File: src/shared/rcfg_pkg.sv
// Constants and types for the reset-cause and flash-guard block
`default_nettype none
package rcfg_pkg;
  // Register indices; byte address is four times the index
  localparam logic [9:0] IDX_RESET_SOURCE_FLAGS = 10'h0ef;
  localparam logic [9:0] IDX_WATCHDOG_CONTROL = 10'h0f0;
  localparam logic [9:0] ADDR_SCALE = 10'h004;
  // Reset-source bit positions
  localparam int B_PIN = 0;
  localparam int B_POR = 1;
  localparam int B_MCLK = 2;
  localparam int B_WDOG = 3;
  localparam int B_SW = 4;
  localparam int B_CMP = 5;
  localparam int B_FERR = 6;
  localparam int B_ONE = 7;
  // Watchdog control bit positions
  localparam int W_EN = 0;
  localparam int W_KICK = 1;
  // Timing
  localparam int CLK_PERIOD_NS = 100;
  localparam int MCLK_TIMEOUT_NS = 100000;
  localparam int MCLK_CYCLES_I = (MCLK_TIMEOUT_NS + CLK_PERIOD_NS - 1)
      / CLK_PERIOD_NS;
  localparam logic [9:0] MCLK_CYCLES = MCLK_CYCLES_I[9:0];
  localparam logic [3:0] WDOG_PRESCALE = 4'hb;
  localparam logic [7:0] WDOG_LIMIT = 8'hff;
  localparam logic [3:0] RESET_HOLD = 4'h7;
  // Reset values and flash constants
  localparam logic [6:0] FLAGS_POR = 7'h02;
  localparam logic [7:0] FLASH_ERASED = 8'hff;
  localparam logic [15:0] XDATA8_LIMIT = 16'h00ff;
  localparam logic [31:0] ZERO_WORD = 32'h00000000;
  localparam logic [1:0] HRESP_OKAY = 2'h0;

  typedef enum logic [0:0] {
    RCFG_RUN = 1'b0,
    RCFG_HOLD = 1'b1
  } rcfg_state_t;
endpackage : rcfg_pkg
`default_nettype wire

File: src/hw/rcfg_reset_guard.sv
// Reset-cause register, reset sources and flash access guard
// Notes on behaviour
// - Watchdog comes up enabled after every reset, ticking at clock/12.
// - Watchdog timeout resets the system and sets cause bit 3.
// - Store-enabled data write above lock byte gives a flash error reset.
// - Code-memory read above lock byte gives a flash error reset.
// - Branch fetch above lock byte gives a flash error reset.
// - Access forbidden by flash security gives a flash error reset.
// - Flash write/erase with monitor off or low threshold gives error reset.
// - Bit 6 reads 1 only after a flash error reset.
// - Writing 1 to bit 4 forces reset, then reads 1; 0 does nothing.
// - Internal resets never drive the external reset pin.
// - Bit 7 always reads 1; writes ignored.
// - Bit 5 enables comparator source; reads comparator cause.
// - Bit 2 enables missing-clock reset; reads missing-clock cause.
// - Bit 1 set by power-on; write selects supply monitor as source.
// - After power-on flag, other cause flags are indeterminate.
// - Bit 0 reads 1 only after an external pin reset.
// - Flash write/erase self-timed; core stalled until done.
// - Flash write only clears bits; erase leaves 0xff.
// - 8-bit data writes cannot program flash above 0x00ff.
// - Clock level stuck over 100 us triggers missing-clock reset.
// - Enabled comparator resets while non-inverting input is lower.
//
// Design decision made here: the AHB-Lite register port.
`timescale 1ns/1ps
`default_nettype none
module rcfg_reset_guard #(
  parameter int FLASH_WRITE_CYCLES = 400,
  parameter int FLASH_ERASE_CYCLES = 200000
) (
  input wire logic hclk,
  input wire logic hresetn,
  input wire logic clk_en,
  input wire logic hsel,
  input wire logic [31:0] haddr,
  input wire logic [1:0] htrans,
  input wire logic hwrite,
  input wire logic [2:0] hsize,
  input wire logic [31:0] hwdata,
  input wire logic hready,
  output logic hreadyout,
  output logic [1:0] hresp,
  output logic [31:0] hrdata,
  input wire logic reset_pin_n,
  input wire logic system_clock_source,
  input wire logic comparator_out,
  input wire logic supply_monitor_enable,
  input wire logic supply_monitor_threshold_select,
  input wire logic supply_monitor_trip,
  input wire logic flash_security_violation,
  input wire logic [15:0] lock_byte_addr,
  input wire logic program_store_write_enable,
  input wire logic program_store_erase_enable,
  input wire logic external_data_move_wr,
  input wire logic external_data_move_8bit,
  input wire logic [15:0] external_data_move_addr,
  input wire logic [7:0] external_data_move_data,
  input wire logic code_memory_read,
  input wire logic [15:0] code_memory_read_addr,
  input wire logic branch_fetch,
  input wire logic [15:0] branch_fetch_addr,
  input wire logic [7:0] flash_current_data,
  output logic system_reset_n,
  output logic core_stall,
  output logic flash_program,
  output logic flash_erase,
  output logic [15:0] flash_addr,
  output logic [7:0] flash_program_data
);

  typedef struct packed {
    rcfg_pkg::rcfg_state_t st;
    logic [3:0] hold_cnt;
    logic pin_hold;
    logic [6:0] flags;
    logic comp_en;
    logic mclk_en;
    logic mon_sel;
    logic wdog_en;
    logic [3:0] presc;
    logic [7:0] wdog_cnt;
    logic mclk_last;
    logic [9:0] mclk_cnt;
    logic [17:0] busy_cnt;
    logic prog;
    logic erase;
    logic [15:0] faddr;
    logic [7:0] fdata;
    logic dp_wr;
    logic [9:0] dp_idx;
    logic [31:0] rdata;
  } rcfg_regs_t;

  rcfg_regs_t s_q;
  rcfg_regs_t s_d;

  localparam logic [17:0] WR_CYC = FLASH_WRITE_CYCLES[17:0];
  localparam logic [17:0] ER_CYC = FLASH_ERASE_CYCLES[17:0];

  function automatic logic [9:0] word_idx(input logic [31:0] a);
    word_idx = a[11:2];
  endfunction : word_idx

  function automatic logic above_lock(input logic [15:0] a,
                                      input logic [15:0] lock);
    above_lock = a > lock;
  endfunction : above_lock

  logic accept;
  logic run;
  logic sw_force;
  logic flash_attempt;
  logic flash_err;
  logic wdog_timeout;
  logic mclk_timeout;
  logic cmp_trip;
  logic mon_trip;
  logic [6:0] cause;
  logic [7:0] reg_view;

  // Single-cycle slave: address phase taken on hready, data next cycle
  assign accept = hsel && htrans[1] && hready;
  assign run = (s_q.st == rcfg_pkg::RCFG_RUN);
  assign sw_force = s_q.dp_wr && run
      && s_q.dp_idx == rcfg_pkg::IDX_RESET_SOURCE_FLAGS
      && hwdata[rcfg_pkg::B_SW];
  assign flash_attempt = external_data_move_wr
      && program_store_write_enable && run && s_q.busy_cnt == 18'h00000;
  assign flash_err = run && (
      (flash_attempt && above_lock(external_data_move_addr,
                                   lock_byte_addr))
      || (code_memory_read && above_lock(code_memory_read_addr,
                                         lock_byte_addr))
      || (branch_fetch && above_lock(branch_fetch_addr,
                                     lock_byte_addr))
      || flash_security_violation
      || (flash_attempt && !(supply_monitor_enable
          && supply_monitor_threshold_select)));
  assign wdog_timeout = s_q.wdog_en && s_q.wdog_cnt == rcfg_pkg::WDOG_LIMIT
      && s_q.presc == rcfg_pkg::WDOG_PRESCALE;
  assign mclk_timeout = s_q.mclk_en
      && s_q.mclk_cnt >= rcfg_pkg::MCLK_CYCLES;
  assign cmp_trip = s_q.comp_en && !comparator_out;
  assign mon_trip = s_q.mon_sel && supply_monitor_enable
      && supply_monitor_trip;

  // One cause at a time, highest priority first
  always_comb begin
    cause = 7'h00;
    if (mon_trip) begin
      cause[rcfg_pkg::B_POR] = 1'b1;
    end else if (mclk_timeout) begin
      cause[rcfg_pkg::B_MCLK] = 1'b1;
    end else if (flash_err) begin
      cause[rcfg_pkg::B_FERR] = 1'b1;
    end else if (wdog_timeout) begin
      cause[rcfg_pkg::B_WDOG] = 1'b1;
    end else if (cmp_trip) begin
      cause[rcfg_pkg::B_CMP] = 1'b1;
    end else if (sw_force) begin
      cause[rcfg_pkg::B_SW] = 1'b1;
    end
  end

  assign reg_view = {1'b1, s_q.flags};

  always_comb begin
    s_d = s_q;
    s_d.dp_wr = accept && hwrite;
    s_d.dp_idx = word_idx(haddr);
    if (accept && !hwrite) begin
      if (word_idx(haddr) == rcfg_pkg::IDX_RESET_SOURCE_FLAGS) begin
        s_d.rdata = {24'h000000, reg_view};
      end else if (word_idx(haddr) == rcfg_pkg::IDX_WATCHDOG_CONTROL) begin
        s_d.rdata = {16'h0000, s_q.wdog_cnt, 7'h00, s_q.wdog_en};
      end else begin
        s_d.rdata = rcfg_pkg::ZERO_WORD;
      end
    end
    // Register writes; only enables are stored, cause bits stay latched
    if (s_q.dp_wr && run) begin
      if (s_q.dp_idx == rcfg_pkg::IDX_RESET_SOURCE_FLAGS) begin
        s_d.comp_en = hwdata[rcfg_pkg::B_CMP];
        s_d.mclk_en = hwdata[rcfg_pkg::B_MCLK];
        s_d.mon_sel = hwdata[rcfg_pkg::B_POR];
      end else if (s_q.dp_idx == rcfg_pkg::IDX_WATCHDOG_CONTROL) begin
        s_d.wdog_en = hwdata[rcfg_pkg::W_EN];
        if (hwdata[rcfg_pkg::W_KICK]) begin
          s_d.wdog_cnt = 8'h00;
          s_d.presc = 4'h0;
        end
      end
    end
    // Watchdog ticks once per twelve clocks
    if (s_q.wdog_en && run) begin
      if (s_q.presc == rcfg_pkg::WDOG_PRESCALE) begin
        s_d.presc = 4'h0;
        s_d.wdog_cnt = s_q.wdog_cnt + 8'h01;
      end else begin
        s_d.presc = s_q.presc + 4'h1;
      end
    end
    // Stuck-level detector on the sampled clock source
    s_d.mclk_last = system_clock_source;
    if (!s_q.mclk_en || system_clock_source != s_q.mclk_last) begin
      s_d.mclk_cnt = 10'h000;
    end else if (!mclk_timeout) begin
      s_d.mclk_cnt = s_q.mclk_cnt + 10'h001;
    end
    // Self-timed flash operation; core stalls meanwhile
    s_d.prog = 1'b0;
    s_d.erase = 1'b0;
    if (s_q.busy_cnt != 18'h00000) begin
      s_d.busy_cnt = s_q.busy_cnt - 18'h00001;
    end
    if (flash_attempt && !flash_err
        && !(external_data_move_8bit
             && external_data_move_addr > rcfg_pkg::XDATA8_LIMIT)) begin
      s_d.faddr = external_data_move_addr;
      if (program_store_erase_enable) begin
        s_d.erase = 1'b1;
        s_d.fdata = rcfg_pkg::FLASH_ERASED;
        s_d.busy_cnt = ER_CYC;
      end else begin
        s_d.prog = 1'b1;
        s_d.fdata = flash_current_data & external_data_move_data;
        s_d.busy_cnt = WR_CYC;
      end
    end
    // Reset sequencing; the external pin is input only
    unique case (s_q.st)
      rcfg_pkg::RCFG_RUN: begin
        if (!reset_pin_n) begin
          s_d.st = rcfg_pkg::RCFG_HOLD;
          s_d.pin_hold = 1'b1;
          s_d.hold_cnt = rcfg_pkg::RESET_HOLD;
          s_d.flags = 7'h01 << rcfg_pkg::B_PIN;
        end else if (cause != 7'h00) begin
          s_d.st = rcfg_pkg::RCFG_HOLD;
          s_d.pin_hold = 1'b0;
          s_d.hold_cnt = rcfg_pkg::RESET_HOLD;
          s_d.flags = cause;
        end
      end
      rcfg_pkg::RCFG_HOLD: begin
        // Internal causes reset internal state only
        s_d.wdog_en = 1'b1;
        s_d.wdog_cnt = 8'h00;
        s_d.presc = 4'h0;
        s_d.comp_en = 1'b0;
        s_d.mclk_en = 1'b0;
        s_d.mclk_cnt = 10'h000;
        s_d.busy_cnt = 18'h00000;
        if (!reset_pin_n) begin
          s_d.hold_cnt = rcfg_pkg::RESET_HOLD;
        end else if (s_q.hold_cnt != 4'h0) begin
          s_d.hold_cnt = s_q.hold_cnt - 4'h1;
        end else begin
          s_d.st = rcfg_pkg::RCFG_RUN;
        end
      end
    endcase
  end

  always_ff @(posedge hclk or negedge hresetn) begin
    if (!hresetn) begin
      s_q <= '0;
      s_q.st <= rcfg_pkg::RCFG_RUN;
      s_q.flags <= rcfg_pkg::FLAGS_POR;
      s_q.mon_sel <= 1'b1;
      s_q.wdog_en <= 1'b1;
      s_q.mclk_last <= 1'b0;
    end else if (clk_en) begin
      s_q <= s_d;
    end
  end

  assign hreadyout = 1'b1;
  assign hresp = rcfg_pkg::HRESP_OKAY;
  assign hrdata = s_q.rdata;
  assign system_reset_n = run;
  assign core_stall = s_q.busy_cnt != 18'h00000;
  assign flash_program = s_q.prog;
  assign flash_erase = s_q.erase;
  assign flash_addr = s_q.faddr;
  assign flash_program_data = s_q.fdata;
endmodule : rcfg_reset_guard
`default_nettype wire

File: config.mk
export PLATFORM = sky130hd
export DESIGN_NAME = rcfg_reset_guard
export DESIGN_NICKNAME = d
export VERILOG_FILES = /design/src/shared/rcfg_pkg.sv /design/src/hw/rcfg_reset_guard.sv
export SDC_FILE = /design/constraint.sdc
export NUM_CORES = 1
export LEC_CHECK = 0
export ABC_AREA = 0
export CAP_MARGIN = 20
export CORE_ASPECT_RATIO = 0.9
export CORE_MARGIN = 8
export CORE_UTILIZATION = 45
export DETAILED_ROUTE_END_ITERATION = 16
export DONT_BUFFER_PORTS = 1
export PLACE_DENSITY = 0.67
export SLEW_MARGIN = 20
export SYNTH_ARGS = -nofsm -noshare
export SYNTH_HDL_FRONTEND = slang
export SYNTH_SLANG_ARGS = --single-unit
File: constraint.sdc
create_clock -name hclk -period 4.4 [get_ports hclk]
set_input_delay 0 -clock hclk [delete_from_list [all_inputs] [get_ports hclk]]
set_output_delay 0 -clock hclk [all_outputs]
set_load 0.1 [all_outputs]
==> results.toml <==
[placement]
gp_congestion = 0.880
io_buffers = 0
post-dp-hpwl_um = 13200

[sta]
timing.slew.headroom_pct = 24.8
hold_violations = 0
skew_ns = 0.00745
rsz0062_at_grt = "no"
maxSlewViolCount = 0
finalCriticalPeriod_ns = 3.58
finalCritPeriodShare_pct = 81.3
setup_tns_ns = 0
setup_viol = 0
fmax_ghz = 0.279
worst_pin_slew_ns = 1.12

[cells_and_area]
final_nets = 964
drive_above_1_share_pct = 8.05
fin_util_pct = 50.2
syn2layout_area_growth_pct = 10.2
n_fill_cell = 1358

[route]
drt_wl_total_um = 18300
routed-via-count = 5529
drt-wirelength-per-cell_um = 19.2
viasPerCell = 5.83
ant_nets = 0
drcViolationCount = 0
first_pass_iters = 5
drtIter0Drc = 464

[critical_path]
crit_arrival_ns = 3.87
crit_chain = "nor3_2 -> nand4b_1 -> nor4b_1 -> nand2_1 -> nor4_4 -> buf_4 -> nand3_1 -> dlygate4sd3_1 -> o21ai_0 -> dlygate4sd3_1"
slowest_delay_ns = 0.56
cp_max_fo = 20
cpMaxStageDelayCell = "dlygate4sd3_1"
crit_buf_inv = 3
start_kind = "flop"
cpLargestDelayFamily = "simple AND/OR/NAND/NOR gates"
crit_path_end_kind = "flop"
path_class = "flop to flop"
cp_common_cell = "dlygate4sd3_1"
cp.required_ns = 4.69

[floorplanning]
initial_core_util_pct = 45.6
die_w_um = 147
core_area_um2 = 15300
fp-row-count = 43
dieArea_um2 = 19700
dieHeight_um = 134
io_pins = 231

[clock_network]
clkSlewWorstSetupHoldPaths_ns = 0.07
h-tree-depth = 3
root_buffer = "clkbuf_16"
cts.sinks = 110
clock_path_buffers = 2
numCtsBuffers = 9
cts_tree = "done"
insertion_delay_ns = 0.35

[yosys]
ys_ff_latch = 110
synth_cell_type_count = 67
synth_area_um2 = 6970
synth_top_area_share_pct = 38.4
synthArstFlopShare_pct = 100
synthTopCellsByArea = "dfrtp_1 38%, ha_1 10%, buf_4 6.6%"
synth-edff-count = 0
yosysWarnings = 0
synth_area_per_cell_um2 = 9.58
synth_area_leader_cell = "dfrtp_1"
synthesis.instances = 727
ys_seq_area_share_pct = 39.6
ys.flop_type = "dfrtp_1"

[power]
leakagePower_nw = 3.60
ir_worst_vdd_v = 0.000234
pwr_density_cell_nw_per_um2 = 383

[grt]
antenna_found_initial = 3
first_global_vias = 5589
grt_pass1_wl_um = 28600
grt_max_degree = 111
grt_usage_pct = 17.8
gr-total-overflow = 0

[status]
status = "finished clean"

[hold_path]
hp-class = "input port to flop"

[job]
max_cap_violations = 0
[through the flow]
| step | power, mW | instance area, um^2 | worst slack [ns] | instances | hold WS, ns |
|---|---|---|---|---|---|
| after detailed placement | 2.12 | 6770 | 1.29 | 870 | -0.292 |
| after floorplan | 1.96 | 7030 | 1.87 | 744 | -0.296 |
| after global routing | 3.11 | 7680 | 0.626 | 949 | 0.0126 |
| after global placement | 2.07 | 6770 | 1.38 | 870 | -0.291 |
| after CTS | 2.95 | 7670 | 0.914 | 947 | 0.00337 |
| final | 2.94 | 7680 | 0.822 | 949 | 0.0149 |
[state kept, by name (all words and copies together) (netlist names)]
| signal | flops |
|---|---|
| flash_addr | 16 |
| flash_erase | 1 |
| flash_program | 1 |
| flash_program_data | 8 |
| hrdata | 16 |
| reg_view | 7 |
| s_q | 61 |
[what timing repair did]
item,4_1_cts,5_1_grt
hold buffers,61,0
setup buffers,0,0
hold endpoints to repair,185,0
resized for setup,0,0
[report_power, final]
part | total (mW) | leakage [nW] | internal [mW] | switching [mW]
clock network | 0.752 | 0.116 | 0.386 | 0.366
registers | 1.30 | 1.42 | 1.13 | 0.170
logic | 0.889 | 2.06 | 0.317 | 0.572
[cell families after synthesis]
| family | Yosys count | share of synthesized area [%] |
|---|---|---|
| compound gates | 170 | 16.2 |
| xor+xnor | 6 | 0.754 |
| fa+ha+maj | 56 | 10.1 |
| buf+inv | 136 | 10.9 |
| flops | 110 | 39.6 |
| mux | 40 | 6.93 |
| other cells | 2 | 0.108 |
| simple gates | 207 | 15.5 |
[final timing paths]
| path | cells after the start | from | slack, ns | to |
|---|---|---|---|---|
| worst max-delay path | 10 | s_q[75]$_DFFE_PN0P_ | 0.82 | flash_program$_DFFE_PN0P_ |
| worst min-delay path | 2 | clk_en | 0.01 | s_q[76]$_DFFE_PN0P_ |
| worst max register to register | 10 | s_q[75]$_DFFE_PN0P_ | 0.82 | flash_program$_DFFE_PN0P_ |
| worst min register to register | 2 | reg_view[1]$_DFFE_PN1P_ | 0.47 | reg_view[1]$_DFFE_PN1P_ |
| max in group asynchronous | 2 | hresetn | 3.74 | s_q[90]$_DFFE_PN0P_ |
| min in group asynchronous | 2 | hresetn | 0.23 | hrdata[14]$_DFFE_PN0P_ |
[synth_stat cells (5+ instances only)]
cell type and n:
a21o_1 9, buf_4 61, a31oi_1 14, inv_1 54
ha_1 56, and3_1 5, a22o_1 14, mux2i_1 10
o2bb2ai_1 5, mux2_2 18, clkbuf_1 15, o21ai_0 43
nor4_1 7, or3_1 5, nor2_1 51, nand3_1 26
nor3_1 13, nand2_1 46, a21oi_1 34, mux2_4 12
dfrtp_1 107, o31ai_1 5, nand4_1 19, nand2b_1 5
nor2b_1 5
[routing by layer]
layer | GRT usage [%] | wire (um) | up-vias
met5 | 0 | 13 | -
met4 | 7.36 | 535 | 2
met3 | 5.32 | 1370 | 38
met2 | 30.4 | 9020 | 229
met1 | 20.5 | 7310 | 2684
li1 | - | - | 2576
[final cells by class]
class                      instances  area, um^2  area share [%]
clock buffer                      13         240            3.13
multi-input combinational        498        3520            45.8
sequential                       110        2760            35.9
timing repair buffer              66         676            8.80
tap                              202         253            3.29
inverter                          55         206            2.69
clock inverter                     3        22.5           0.293
antenna                            2        5.00          0.0652
[worst register-to-register path: stages (launching register included)]
cell	delay, ns
dfrtp_1	0.45
nor3_2	0.35
nand4b_1	0.33
nor4b_1	0.52
nand2_1	0.15
nor4_4	0.15
buf_4	0.28
nand3_1	0.11
dlygate4sd3_1	0.56
o21ai_0	0.07
dlygate4sd3_1	0.55
[layout by cell type (no fill, tap or decap), types with 7 or more instances in the layout]
| cell | n |
|---|---|
| nand4_1 | 19 |
| nor2_1 | 51 |
| mux2_4 | 12 |
| a22o_1 | 14 |
| inv_1 | 54 |
| dfrtp_1 | 107 |
| a21o_1 | 9 |
| mux2i_1 | 10 |
| conb_1 | 19 |
| nor4_1 | 7 |
| ha_1 | 56 |
| a21oi_1 | 34 |
| nand2_1 | 46 |
| o21ai_0 | 42 |
| mux2_2 | 18 |
| nand3_1 | 26 |
| nor3_1 | 13 |
| clkbuf_16 | 9 |
| a31oi_1 | 14 |
| dlygate4sd3_1 | 59 |
No activity file was read; power rests on OpenSTA's default activity.
